<file path="config.mk">
export PLATFORM = sky130hd
export DESIGN_NAME = pipe_buffer_ready_event
export DESIGN_NICKNAME = d
export VERILOG_FILES = /design/src/pipe_ready_pkg.sv /design/src/pipe_buffer_ready_event.sv
export SDC_FILE = /design/constraint.sdc
export NUM_CORES = 1
export LEC_CHECK = 0
export ABC_AREA = 0
export BUFFER_PORTS_ARGS = -buffer_cell sky130_fd_sc_hd__buf_2
export CORE_AREA = 4 4 188 190
export CTS_CLUSTER_DIAMETER = 60
export CTS_CLUSTER_SIZE = 14
export DETAILED_ROUTE_END_ITERATION = 16
export DIE_AREA = 0 0 192 194
export REMOVE_ABC_BUFFERS = 1
export SYNTH_ARGS = -nofsm -noshare
export SYNTH_HDL_FRONTEND = slang
export SYNTH_SLANG_ARGS = --single-unit
</file>
<file path="constraint.sdc">
create_clock -name mclk -period 3 [get_ports mclk]
set_input_delay 0.6 -clock mclk [delete_from_list [all_inputs] [get_ports mclk]]
set_output_delay 0.6 -clock mclk [all_outputs]
set_load 0.05 [all_outputs]
</file>
<file path="src/pipe_ready_pkg.sv">
// Constants, register map and event carrier for the pipe buffer-ready block
package pipe_ready_pkg;
  // Register byte offsets on the AXI4-Lite slave
  localparam logic [5:0] OFF_CTRL = 6'h00;
  localparam logic [5:0] OFF_STATUS = 6'h04;
  localparam logic [5:0] OFF_MASK = 6'h08;
  localparam logic [5:0] OFF_SUMMARY = 6'h0c;
  localparam logic [5:0] OFF_XFEREND = 6'h10;
  localparam logic [5:0] OFF_CONT = 6'h14;
  localparam logic [5:0] OFF_ISO = 6'h18;
  localparam logic [5:0] OFF_TCOUNT = 6'h1c;
  localparam logic [5:0] OFF_BUFSTATE = 6'h20;
  localparam logic [5:0] OFF_BUFCLR = 6'h24;
  // Control register fields
  localparam int CTRL_ROLE_BIT = 0;
  localparam int CTRL_CLRMODE_BIT = 1;
  // Pipe 0 never takes the transfer-end option
  localparam logic [15:0] XFEREND_ALLOWED = 16'hfffe;
  // AXI answers
  localparam logic [1:0] RESP_OKAY = 2'h0;
  localparam logic [1:0] RESP_SLVERR = 2'h2;
  localparam logic [31:0] READ_ZERO = 32'h0000_0000;
  localparam logic [7:0] TCOUNT_RESET = 8'h01;

  // One end-of-packet report from the USB packet engine
  typedef struct packed {
    logic valid;      // One-cycle pulse
    logic send;       // 1 = data sent, 0 = data received
    logic acked;      // Handshake phase completed
    logic [3:0] pipe;
    logic shortPkt;   // Short packet received
    logic zeroLen;    // Zero-length packet received
    logic bufFull;    // Buffer filled by this packet
  } pkt_evt_t;
endpackage : pipe_ready_pkg

</file>
<file path="src/pipe_buffer_ready_event.sv">
// Per-pipe buffer-ready event generator with AXI4-Lite register access
//
// Design decisions made here: the AXI4-Lite register port and the address map.
`timescale 1ns/1ps
module pipe_buffer_ready_event #(
  parameter int NPIPES = 10,
  parameter int TCW = 8
) (
  // Clock, reset, enable
  input wire logic mclk,
  input wire logic sys_rst,
  input wire logic ce,
  // Packet engine and DMA side
  input wire pipe_ready_pkg::pkt_evt_t pktEvt,
  input wire logic [NPIPES-1:0] dmaXferEnd,
  input wire logic [NPIPES-1:0] cpuBufDone,
  // AXI4-Lite slave
  input wire logic [5:0] s_axi_awaddr,
  input wire logic s_axi_awvalid,
  output logic s_axi_awready,
  input wire logic [31:0] s_axi_wdata,
  input wire logic [3:0] s_axi_wstrb,
  input wire logic s_axi_wvalid,
  output logic s_axi_wready,
  output logic [1:0] s_axi_bresp,
  output logic s_axi_bvalid,
  input wire logic s_axi_bready,
  input wire logic [5:0] s_axi_araddr,
  input wire logic s_axi_arvalid,
  output logic s_axi_arready,
  output logic [31:0] s_axi_rdata,
  output logic [1:0] s_axi_rresp,
  output logic s_axi_rvalid,
  input wire logic s_axi_rready,
  // Interrupt and summary
  output logic buffer_ready_irq,
  output logic readySummary
);
  import pipe_ready_pkg::*;

  // Refuse sizes that the 4-bit pipe field and the one-hot decode cannot serve
  if (NPIPES < 2 || NPIPES > 16)
  begin : badPipes
    $error("NPIPES must be 2..16");
  end
  if (TCW < 1 || TCW > 16)
  begin : badCount
    $error("TCW must be 1..16");
  end

  typedef logic [NPIPES-1:0] pvec_t;

  // One-hot decode of a pipe number, zero when out of range
  function automatic pvec_t pipeOh(input logic [3:0] p);
    pvec_t v;
    v = '0;
    for (int i = 0; i < NPIPES; i++) v[i] = (p == 4'(i));
    return v;
  endfunction : pipeOh

  // Merge write data into a register by byte strobes
  function automatic logic [31:0] strbMask(input logic [3:0] s);
    return {{8{s[3]}}, {8{s[2]}}, {8{s[1]}}, {8{s[0]}}};
  endfunction : strbMask

  // Register state
  logic roleHost;
  logic ready_clear_mode;
  pvec_t buffer_ready_status;
  pvec_t irqMask;
  pvec_t transfer_end_irq_select;
  pvec_t contMode;
  pvec_t isoPipe;
  logic [TCW-1:0] tCount;
  pvec_t buffer_state_flag;
  logic [TCW-1:0] pktCnt [NPIPES];
  logic [5:0] wAddr;
  logic [31:0] wData;
  logic [3:0] wStrb;

  // Bus write decode
  wire doWrite = ~s_axi_awready & ~s_axi_wready & ~s_axi_bvalid;
  wire [31:0] wMasked = wData & strbMask(wStrb);
  wire [31:0] wKeep = ~strbMask(wStrb);
  wire wCtrl = doWrite & (wAddr == OFF_CTRL);
  wire wStatus = doWrite & (wAddr == OFF_STATUS);
  wire wMask = doWrite & (wAddr == OFF_MASK);
  wire wXfer = doWrite & (wAddr == OFF_XFEREND);
  wire wCont = doWrite & (wAddr == OFF_CONT);
  wire wIso = doWrite & (wAddr == OFF_ISO);
  wire wTcnt = doWrite & (wAddr == OFF_TCOUNT);
  wire wBclr = doWrite & (wAddr == OFF_BUFCLR);
  wire wReadOnly = (wAddr == OFF_SUMMARY) | (wAddr == OFF_BUFSTATE);
  wire wMapped = wCtrl | wStatus | wMask | wXfer | wCont | wIso | wTcnt | wBclr
    | (doWrite & wReadOnly);
  wire pvec_t w1c = wStatus ? wMasked[NPIPES-1:0] : '0;
  wire pvec_t clrReq = wBclr ? wMasked[NPIPES-1:0] : '0;

  // Event qualification; role plays no part, both roles raise it
  wire pvec_t evtOh = pipeOh(pktEvt.pipe) & {NPIPES{pktEvt.valid & ce}};
  wire pvec_t evtDone = evtOh & (isoPipe | {NPIPES{pktEvt.acked}});
  wire pvec_t rxHit = pktEvt.send ? '0 : evtDone;
  wire pvec_t txHit = pktEvt.send ? evtDone : '0;
  wire pvec_t xferSel = transfer_end_irq_select & XFEREND_ALLOWED[NPIPES-1:0];
  wire rxEnd = pktEvt.shortPkt | pktEvt.zeroLen | pktEvt.bufFull;
  pvec_t cntHit;
  always_comb
  begin
    for (int i = 0; i < NPIPES; i++) cntHit[i] = (pktCnt[i] + TCW'(1)) == tCount;
  end
  // Continuous pipes wait for short, zero-length, full or count; others go every packet
  wire pvec_t readCond = ~contMode | {NPIPES{rxEnd}} | cntHit;
  // Unread data blocks handing the buffer to the CPU
  wire pvec_t makeReadable = rxHit & readCond & ~buffer_state_flag;
  // Ready flag sources; zero-length packets flag like any other
  wire pvec_t setRdy = (makeReadable & ~xferSel)
    | txHit
    | (dmaXferEnd & xferSel & {NPIPES{ce}});
  // Set wins over a same-cycle clear
  wire pvec_t next_status = (buffer_ready_status & ~w1c) | setRdy;
  wire pvec_t next_bufState = (buffer_state_flag & ~(cpuBufDone | clrReq))
    | makeReadable | txHit;
  wire sumClear = ready_clear_mode ? (next_bufState == '0) : (next_status == '0);
  wire next_summary = (|setRdy) | (readySummary & ~sumClear);

  // Read mux
  logic [31:0] rdMux;
  logic rdOk;
  always_comb
  begin
    rdMux = READ_ZERO;
    rdOk = 1'b1;
    case (s_axi_araddr)
      OFF_CTRL:
      begin
        rdMux[CTRL_ROLE_BIT] = roleHost;
        rdMux[CTRL_CLRMODE_BIT] = ready_clear_mode;
      end
      OFF_STATUS: rdMux[NPIPES-1:0] = buffer_ready_status;
      OFF_MASK: rdMux[NPIPES-1:0] = irqMask;
      OFF_SUMMARY: rdMux[0] = readySummary;
      OFF_XFEREND: rdMux[NPIPES-1:0] = xferSel;
      OFF_CONT: rdMux[NPIPES-1:0] = contMode;
      OFF_ISO: rdMux[NPIPES-1:0] = isoPipe;
      OFF_TCOUNT: rdMux[TCW-1:0] = tCount;
      OFF_BUFSTATE: rdMux[NPIPES-1:0] = buffer_state_flag;
      OFF_BUFCLR: rdMux = READ_ZERO;
      default: rdOk = 1'b0;
    endcase
  end

  // AXI write channels: address and data taken in either order
  always_ff @(posedge mclk)
  begin
    if (sys_rst)
    begin
      s_axi_awready <= 1'b1;
      s_axi_wready <= 1'b1;
      s_axi_bvalid <= 1'b0;
      s_axi_bresp <= RESP_OKAY;
      wAddr <= '0;
      wData <= '0;
      wStrb <= '0;
    end
    else if (ce)
    begin
      if (s_axi_awready & s_axi_awvalid)
      begin
        s_axi_awready <= 1'b0;
        wAddr <= s_axi_awaddr;
      end
      if (s_axi_wready & s_axi_wvalid)
      begin
        s_axi_wready <= 1'b0;
        wData <= s_axi_wdata;
        wStrb <= s_axi_wstrb;
      end
      if (doWrite)
      begin
        s_axi_bvalid <= 1'b1;
        s_axi_bresp <= wMapped ? RESP_OKAY : RESP_SLVERR;
      end
      else if (s_axi_bvalid & s_axi_bready)
      begin
        s_axi_bvalid <= 1'b0;
        s_axi_awready <= 1'b1;
        s_axi_wready <= 1'b1;
      end
    end
  end

  // AXI read channel: one cycle to the answer
  always_ff @(posedge mclk)
  begin
    if (sys_rst)
    begin
      s_axi_arready <= 1'b1;
      s_axi_rvalid <= 1'b0;
      s_axi_rdata <= READ_ZERO;
      s_axi_rresp <= RESP_OKAY;
    end
    else if (ce)
    begin
      if (s_axi_arready & s_axi_arvalid)
      begin
        s_axi_arready <= 1'b0;
        s_axi_rvalid <= 1'b1;
        s_axi_rdata <= rdMux;
        s_axi_rresp <= rdOk ? RESP_OKAY : RESP_SLVERR;
      end
      else if (s_axi_rvalid & s_axi_rready)
      begin
        s_axi_rvalid <= 1'b0;
        s_axi_arready <= 1'b1;
      end
    end
  end

  // Configuration registers
  always_ff @(posedge mclk)
  begin
    if (sys_rst)
    begin
      roleHost <= 1'b0;
      ready_clear_mode <= 1'b0;
      irqMask <= '0;
      transfer_end_irq_select <= '0;
      contMode <= '0;
      isoPipe <= '0;
      tCount <= TCW'(TCOUNT_RESET);
    end
    else if (ce)
    begin
      if (wCtrl & wStrb[0])
      begin
        roleHost <= wData[CTRL_ROLE_BIT];
        ready_clear_mode <= wData[CTRL_CLRMODE_BIT];
      end
      if (wMask) irqMask <= (irqMask & wKeep[NPIPES-1:0]) | wMasked[NPIPES-1:0];
      if (wXfer)
        transfer_end_irq_select <= (transfer_end_irq_select & wKeep[NPIPES-1:0])
          | wMasked[NPIPES-1:0];
      if (wCont) contMode <= (contMode & wKeep[NPIPES-1:0]) | wMasked[NPIPES-1:0];
      if (wIso) isoPipe <= (isoPipe & wKeep[NPIPES-1:0]) | wMasked[NPIPES-1:0];
      if (wTcnt) tCount <= (tCount & wKeep[TCW-1:0]) | wMasked[TCW-1:0];
    end
  end

  // Ready flags, buffer states, summary and interrupt line
  always_ff @(posedge mclk)
  begin
    if (sys_rst)
    begin
      buffer_ready_status <= '0;
      buffer_state_flag <= '0;
      readySummary <= 1'b0;
      buffer_ready_irq <= 1'b0;
    end
    else if (ce)
    begin
      buffer_ready_status <= next_status;
      buffer_state_flag <= next_bufState;
      readySummary <= next_summary;
      buffer_ready_irq <= |(next_status & irqMask);
    end
  end

  // Packets received toward the transaction count; reset when handed over
  always_ff @(posedge mclk)
  begin
    for (int i = 0; i < NPIPES; i++)
    begin
      if (sys_rst) pktCnt[i] <= '0;
      else if (ce & (makeReadable[i] | clrReq[i])) pktCnt[i] <= '0;
      else if (ce & rxHit[i]) pktCnt[i] <= pktCnt[i] + TCW'(1);
    end
  end

  // Checks
  a_irq_follows_mask: assert property (@(posedge mclk) disable iff (sys_rst)
    ce |=> buffer_ready_irq == |($past(next_status) & $past(irqMask)))
    else $error("interrupt line does not follow masked status");
  a_set_sticky: assert property (@(posedge mclk) disable iff (sys_rst)
    ce && setRdy != '0 |=> readySummary && ((buffer_ready_status & $past(setRdy)) != '0))
    else $error("ready set lost");
  a_zlp_flags: assert property (@(posedge mclk) disable iff (sys_rst)
    ce && pktEvt.valid && !pktEvt.send && pktEvt.zeroLen && (makeReadable & ~xferSel) != '0
    |=> (buffer_ready_status & $past(evtOh)) != '0)
    else $error("zero-length packet did not flag");
  a_xfer_end_quiet: assert property (@(posedge mclk) disable iff (sys_rst)
    ce && (makeReadable & xferSel & ~buffer_ready_status & ~dmaXferEnd) != '0
    |=> (buffer_ready_status & $past(makeReadable) & $past(xferSel)
      & ~$past(buffer_ready_status) & ~$past(dmaXferEnd)) == '0)
    else $error("flag raised on readable with transfer-end option");
  a_pipe0_no_xfer: assert property (@(posedge mclk) disable iff (sys_rst)
    xferSel[0] == 1'b0)
    else $error("pipe 0 took the transfer-end option");
  a_unread_blocks: assert property (@(posedge mclk) disable iff (sys_rst)
    (makeReadable & buffer_state_flag) == '0)
    else $error("buffer handed over while unread data remained");
  a_tx_flag: assert property (@(posedge mclk) disable iff (sys_rst)
    ce && txHit != '0 |=> (buffer_ready_status & buffer_state_flag & $past(txHit)) != '0)
    else $error("acknowledged send did not flag");
  a_no_ack_no_flag: assert property (@(posedge mclk) disable iff (sys_rst)
    ce && pktEvt.valid && !pktEvt.acked && (evtOh & isoPipe) == '0 |-> evtDone == '0)
    else $error("non-isochronous packet taken without acknowledge");
  a_summary_clear: assert property (@(posedge mclk) disable iff (sys_rst)
    ce && !ready_clear_mode && setRdy == '0 && next_status == '0 |=> !readySummary)
    else $error("summary not cleared in mode 0");
  a_bresp_after: assert property (@(posedge mclk) disable iff (sys_rst)
    ce && doWrite |=> s_axi_bvalid && !s_axi_awready && !s_axi_wready)
    else $error("write response missing");
endmodule : pipe_buffer_ready_event

</file>
==> results.yml, run 1 <==
floorplan:
  die-area_um2: 37200
  initial_utilization: 0.348
  fp-row-count: 67
  fp.dieH_um: 194
  fp.dieW_um: 192
  core-area_um2: 33400
  io_pins: 129
sta:
  tightestPinTransition_ns: 1.16
  drv_slew: 0
  final_hold_viol_count: 0
  slew_headroom: 0.219
  holdWs_ns: 0.377
  period_share: 0.962
  finClkSkew_ns: 0.0174
  fmax_mhz: 347
  min_period_ns: 2.88
  final-setup-viol-count: 0
  fin_tns_setup_ns: 0
  rsz0062_at_grt: "yes"
  layout_setup_ws_ns: 0.115
worst_hold_path:
  whs_path_depth: 3
  hp-class: "in -> reg"
global_routing:
  grt_pass1_wl_um: 58500
  grtUsageTotal: 0.201
  antenna_found_initial: 0
  grt_pass1_vias: 9962
  grt_max_degree: 47
  grt_overflow_total: 0
placed_design:
  port-buffer-count: 79
  dp_hpwl_um: 28800
  post-place-ws_ns: -0.0909
  dpl-instance-area_um2: 13200
  place_congestion: 0.983
routing:
  drtIter0Drc: 1176
  drtPass1Iterations: 5
  vias: 10700
  via_per_inst: 5.45
  wire_per_inst_um: 19.3
  post-route-drc-count: 0
  drt-total-wl_um: 37800
  postRouteAntennaNets: 0
synthesis:
  synth-seq-cells: 186
  synth_top_cell_by_area: "edfxtp_1"
  synth_top_area_frac: 0.206
  synth_area_um2: 11700
  syn_inst: 1362
  synthTopCellsByArea: "edfxtp_1 21%, dfxtp_1 18%, xnor2_1 6.6%"
  synth_edf_count: 80
  synthFlopType: "dfxtp_1"
  post-synth-top-count-cell: "nor2_1"
  netlist-cell-type-count: 84
  synth.avg_cell_area_um2: 8.56
  synth_commonest_cells: "200 x nor2_1, 145 x nand2_1, 106 x dfxtp_1"
  ys.warnings.count: 0
  synthArstFlopShare: 0
  yosysSeqAreaShare: 0.388
cells_and_area:
  drive_gt1_frac: 0.164
  design_area_um2: 13800
  regArea_um2: 4530
  area_growth_pct: 18.3
  fillers: 3340
  nNetsFinal: 1597
  multi_input_area_um2: 6630
clocking:
  clk_latency_ns: 0.46
  cts_resized: 0
  cts_tree: "built"
  clockRootBuffer: "clkbuf_16"
  cts_buffer_depth: 2
  htree_levels: 4
  cts_hold_buf: 0
  clock-sinks: 186
  cts_made_buffers: 17
  clk_pin_slew_ns: 0.08
  cts_setup_buffers: 0
critical_path:
  cp_max_fo: 7
  crit_arrival_ns: 3.22
  worstRegToRegCells: 9
  cp-start-kind: "flop"
  cp-end-kind: "flop"
  critPathRequiredTime_ns: 3.33
  critical_path_class: "reg -> reg"
  reg2reg_slack_ns: 0.12
power_and_ir_drop:
  p_leak_uw: 0.00540
  peakVddDrop_mv: 0.391
  p_per_area_nw_per_um2: 423
  p_total_uw: 5840
run_status:
  status: "completed"
run:
  max-cap-violations: 0
final timing paths:
check | start | endpoint
max | wAddr[0] | readySummary
min | s_axi_wdata[8] | wData[8]
max reg2reg | wAddr[0] | readySummary
min reg2reg | flop | flop
layout by cell type (no fill, tap or decap), types with 33 or more instances in the layout:
cell	netlist	final
edfxtp_1	80	80
dfxtp_1	106	105
xnor2_1	88	88
nand3_1	70	70
nand2_1	145	145
xor2_1	38	38
a21oi_1	70	69
o21ai_0	39	39
buf_4	25	109
nor2_1	200	200
buf_2	19	78
and3_1	33	33
mux2i_1	41	41
inv_1	38	38
per-stage QoR:
| stage | instances | util |
|---|---|---|
| after global placement | 1930 | 0.393 |
| after CTS | 1962 | 0.412 |
| after floorplan | 1289 | - |
| after global routing | 1962 | 0.412 |
| after detailed placement | 1930 | 0.393 |
| final | 1963 | 0.412 |
report_power, final:
group | internal (uW) | leakage (uW) | switching [uW] | total [uW]
clock | 1280 | 0.000305 | 1090 | 2380
combinational | 235 | 0.00340 | 431 | 666
sequential | 2710 | 0.00169 | 91.3 | 2800
layout make-up:
type,count,share of cell area
clock buffer,19,0.0337
inverter,38,0.0103
sequential,186,0.328
tap,448,0.0406
timing repair buffer,193,0.0963
clock inverter,13,0.0103
antenna,1,0.000181
multi-input combinational,1065,0.480
kinds of logic after synthesis:
family          share of synthesized area
other cells                      0.000322
flops                               0.388
fa+ha+maj                          0.0116
mux                                0.0352
xor+xnor                            0.112
buf+inv                            0.0539
simple gates                        0.245
compound gates                      0.154
critical path, stage by stage, from the launching register on:
cell,delay [ns]
dfxtp_1,0.37
nor4b_4,0.50
nand3_1,0.29
nor2_1,0.21
nor3b_1,0.07
nor2_1,0.24
nand3_1,0.17
or4_1,0.59
o41ai_2,0.23
o21ai_1,0.10
per-layer routing:
layer / share of wire / track usage
met3: 0.072 / 0.0356
met1: 0.45 / 0.284
met5: 0 / 0
met2: 0.45 / 0.309
met4: 0.030 / 0.0705
Note: power is estimated with default switching activity, not from simulation.
==> run 2, diff against run 1 <==
==> constraint.sdc (replaced) <==
create_clock -name mclk -period 3.6 [get_ports mclk]
set_input_delay 0.72 -clock mclk [delete_from_list [all_inputs] [get_ports mclk]]
set_output_delay 0.72 -clock mclk [all_outputs]
set_load 0.05 [all_outputs]
==> results.yml, run 2 (same netlist as run 1, synthesis figures left out) <==
global_routing:
  grt_overflow_total: 0
  antenna_found_initial: 1
  grt_max_degree: 67
  grtUsageTotal: 0.195
  grt_pass1_vias: 9752
  grt_pass1_wl_um: 57200
floorplan:
  io_pins: 129
  fp-row-count: 67
  fp.dieW_um: 192
  core-area_um2: 33400
  fp.dieH_um: 194
  initial_utilization: 0.348
  die-area_um2: 37200
placed_design:
  dp_hpwl_um: 27800
  place_congestion: 0.934
  dpl-instance-area_um2: 12500
  port-buffer-count: 79
critical_path:
  reg2reg_slack_ns: 0.39
  cp_max_fo: 9
  crit_top_cell: "o21ai_0"
  critPathRequiredTime_ns: 3.78
  crit_family: "simple AND/OR/NAND/NOR gates"
  critical_path.cell_chain: "buf_4 > xnor2_1 > o21ai_0 > nor4_1 > o2111ai_1 > and3_1 > o21ai_0 > nand2_1 > nand3_1 > nor2_1"
  slowest_delay_ns: 0.85
  cpMaxStageDelayCell: "dfxtp_1"
  crit_arrival_ns: 3.39
  cp-start-kind: "flop"
  critical_path_class: "reg -> reg"
  cp-end-kind: "flop"
  path_buf_inv: 1
clocking:
  clockRootBuffer: "clkbuf_16"
  htree_levels: 4
  cts_buffer_depth: 2
  cts_resized: 0
  clk_pin_slew_ns: 0.07
  cts_tree: "built"
  cts_setup_buffers: 0
  clk_latency_ns: 0.45
  cts_made_buffers: 17
  clock-sinks: 186
  cts_hold_buf: 0
routing:
  post-route-drc-count: 0
  postRouteAntennaNets: 0
  wire_per_inst_um: 19.6
  drtPass1Iterations: 6
  drtIter0Drc: 1045
  drt-total-wl_um: 37000
  via_per_inst: 5.51
  vias: 10400
sta:
  holdWs_ns: 0.487
  rsz0062_at_grt: "no"
  slew_headroom: 0.223
  fmax_mhz: 312
  period_share: 0.891
  finClkSkew_ns: 0.0169
  final_hold_viol_count: 0
  min_period_ns: 3.21
  drv_slew: 0
  tightestPinTransition_ns: 1.15
  final-setup-viol-count: 0
  fin_tns_setup_ns: 0
cells_and_area:
  final_cell_mix: "200 x nor2_1, 145 x nand2_1, 106 x dfxtp_1, 88 x xnor2_1, 80 x edfxtp_1"
  nNetsFinal: 1524
  drive_gt1_frac: 0.119
  area_growth_pct: 12.7
  design_area_um2: 13100
  fillers: 3391
  final_common_cell: "nor2_1"
power_and_ir_drop:
  p_per_area_nw_per_um2: 364
  p_total_uw: 4780
  peakVddDrop_mv: 0.318
  p_leak_uw: 0.00502
run:
  max-cap-violations: 0
run_status:
  status: "completed"
worst_hold_path:
  hp-class: "reg -> reg"
==> run 2: cell types whose count changed in the layout (fill, tap and decap cells not counted), sizes merged <==
cell    before  now
buf        193  120
bufinv       2    0
clkinv       4    3
inv         45   48
==> run 2: routing by layer <==
metal	wire, um	up-vias	global-route usage
li1	-	4978	-
met1	16000	4924	0.273
met2	16800	459	0.311
met3	3180	57	0.0317
met4	996	0	0.0602
met5	0	-	0
==> run 2: cell type report <==
cell class	instances	area [um2]	area share
Inverter	38	143	0.0109
Antenna cell	1	2.50	0.000190
Timing Repair Buffer	120	718	0.0547
Sequential cell	186	4520	0.344
Multi-Input combinational cell	1065	6600	0.502
Tap cell	448	561	0.0427
Clock inverter	13	114	0.00867
Clock buffer	19	475	0.0362
==> run 2: worst register-to-register path, cell delays in order (launching register included) <==
cell,delay (ns)
dfxtp_1,0.85
buf_4,0.27
xnor2_1,0.11
o21ai_0,0.10
nor4_1,0.32
o2111ai_1,0.28
and3_1,0.32
o21ai_0,0.16
nand2_1,0.07
nand3_1,0.36
nor2_1,0.10
==> run 2: per-stage QoR <==
step	cells	setup slack [ns]	util
final	1890	0.393	0.393
after global placement	1857	0.316	0.375
after CTS	1889	0.457	0.393
after detailed placement	1857	0.275	0.375
after global routing	1889	0.112	0.393
after floorplan	1289	0.501	-
==> run 2: worst paths after layout <==
check	from	end	cells after the start
worst max-delay path	flop	pktCnt[2][1]	10
worst min-delay path	s_axi_awready	s_axi_awready	2
worst max register to register	flop	pktCnt[2][1]	10
worst min register to register	s_axi_awready	s_axi_awready	2
==> run 2: report_power, final <==
| part | total (uW) | internal, uW | switching (uW) | leakage (uW) |
|---|---|---|---|---|
| clock network | 1930 | 997 | 932 | 0.000296 |
| registers | 2340 | 2260 | 85.3 | 0.00169 |
| logic | 509 | 169 | 339 | 0.00304 |
| total | 4780 | 3420 | 1360 | 0.00502 |
==> run 3, diff against run 2 <==
--- a/config.mk
+++ b/config.mk
@@ -7,11 +7,14 @@
 export LEC_CHECK = 0
 export ABC_AREA = 0
 export BUFFER_PORTS_ARGS = -buffer_cell sky130_fd_sc_hd__buf_2
+export CELL_PAD_IN_SITES_DETAIL_PLACEMENT = 2
+export CELL_PAD_IN_SITES_GLOBAL_PLACEMENT = 2
 export CORE_AREA = 4 4 188 190
 export CTS_CLUSTER_DIAMETER = 60
 export CTS_CLUSTER_SIZE = 14
 export DETAILED_ROUTE_END_ITERATION = 16
 export DIE_AREA = 0 0 192 194
+export PLACE_DENSITY_LB_ADDON = 0.1
 export REMOVE_ABC_BUFFERS = 1
 export SYNTH_ARGS = -nofsm -noshare
 export SYNTH_HDL_FRONTEND = slang
==> results.yml, run 3 (same netlist as run 1, synthesis figures left out) <==
floorplan:
  fp.dieW_um: 192
  io_pins: 129
  die-area_um2: 37200
  core-area_um2: 33400
  initial_utilization: 0.348
  fp.dieH_um: 194
  fp-row-count: 67
run:
  max-cap-violations: 0
clocking:
  cts_tree: "built"
  cts_hold_buf: 0
  clockRootBuffer: "clkbuf_16"
  clk_pin_slew_ns: 0.08
  clk_latency_ns: 0.46
  clock-sinks: 186
  cts_setup_buffers: 0
  cts_resized: 0
  cts_buffer_depth: 2
  htree_levels: 4
  cts_made_buffers: 17
power_and_ir_drop:
  pwr-share-clk: 0.412
  p_int_uw: 3510
  seqPwrFrac: 0.479
  swShare: 0.283
  peakVddDrop_mv: 0.362
  p_per_area_nw_per_um2: 370
  comb_power_share: 0.109
  p_leak_uw: 0.00505
  switchingPower_uw: 1390
sta:
  tightestPinTransition_ns: 0.946
  final_hold_viol_count: 0
  fin_tns_setup_ns: 0
  fmax_mhz: 298
  finClkSkew_ns: 0.00994
  rsz0062_at_grt: "no"
  final-setup-viol-count: 0
  slew_headroom: 0.364
  min_period_ns: 3.35
  drv_slew: 0
  period_share: 0.931
critical_path:
  cp-end-kind: "flop"
  critical_path_class: "reg -> reg"
  reg2reg_slack_ns: 0.25
  worstRegToRegCells: 10
  crit_arrival_ns: 3.69
  cp_max_fo: 12
  cp-start-kind: "flop"
  critPathRequiredTime_ns: 3.93
placed_design:
  dp_cells: 1861
  place_congestion: 0.865
  dp_hpwl_um: 33900
  port-buffer-count: 79
routing:
  wire_per_inst_um: 23.6
  post-route-drc-count: 0
  drtPass1Iterations: 6
  drtIter0Drc: 868
  drt-total-wl_um: 44700
  vias: 10600
  postRouteAntennaNets: 0
  via_per_inst: 5.60
cells_and_area:
  drive_gt1_frac: 0.121
  nNetsFinal: 1528
  area_growth_pct: 13.4
  final_cells: 1893
  final_common_cell: "nor2_1"
  diodes: 0
  final_cell_mix: "200 x nor2_1, 145 x nand2_1, 106 x dfxtp_1, 88 x xnor2_1, 80 x edfxtp_1"
global_routing:
  grt_pass1_wl_um: 68900
  antenna_found_initial: 1
  grtUsageTotal: 0.240
  grt_pass1_vias: 11200
  grt_overflow_total: 0
  grt_max_degree: 90
worst_hold_path:
  whs_path_depth: 2
  hp-class: "reg -> reg"
run_status:
  status: "completed"
-- run 3: changes by cell type in the layout (fill, tap and decap cells not counted), sizes merged --
cell,previous run,this run
clkinvlp,0,3
buf,120,124
bufinv,0,2
clkbuf,19,18
inv,48,44
diode,1,0
-- run 3: per-layer routing --
metal | routed length (um) | GRT usage | share of wire | vias up
li1 | - | - | - | 4985
met1 | 20900 | 0.329 | 0.47 | 5356
met2 | 21500 | 0.402 | 0.48 | 208
met3 | 1430 | 0.0270 | 0.032 | 48
met4 | 907 | 0.0650 | 0.020 | 0
met5 | 0 | 0 | 0 | -
-- run 3: final cells by class --
class / count / area [um2]
Fill cell: 3793 / 20200
Multi-Input combinational cell: 1065 / 6610
Sequential cell: 186 / 4520
Timing Repair Buffer: 124 / 773
Tap cell: 448 / 561
Clock buffer: 18 / 450
Clock inverter: 14 / 156
Inverter: 38 / 143
-- run 3: through the flow --
stage           util  hold WS [ns]  instance area, um2  worst slack [ns]  power (uW)
2_1_floorplan      -         0.438               11300             0.501        2680
3_3_place_gp   0.377         0.462               12600             0.260        2910
3_5_place_dp   0.377         0.472               12600             0.190        2920
4_1_cts        0.395         0.483               13200             0.271        4930
5_1_grt        0.395         0.499               13200            0.0460        5070
6_report       0.395         0.488               13200             0.248        4890
-- run 3: worst paths after layout --
path              startpoint           end
setup reg to reg        flop  readySummary
hold / removal          flop          flop
hold reg to reg         flop          flop
setup / recovery        flop  readySummary
-- run 3: power by group through the flow --
stage / combinational (uW) / sequential [uW] / clock [uW]
2_1_floorplan: 292 / 2390 / 0
3_3_place_gp: 522 / 2390 / 0
3_5_place_dp: 532 / 2390 / 0
4_1_cts: 536 / 2340 / 2050
5_1_grt: 583 / 2350 / 2130
6_report: 534 / 2340 / 2020
-- run 3: worst max-delay path, stage by stage, from the launching register on --
cell and delay [ns]:
dfxtp_1 0.84, buf_4 0.34, nor2_1 0.08, a2bb2oi_1 0.15, a31oi_1 0.11, o211ai_1 0.21
o21ai_2 0.13, a2111oi_2 0.64, nand4b_1 0.22, o41ai_1 0.39, o21ai_1 0.11
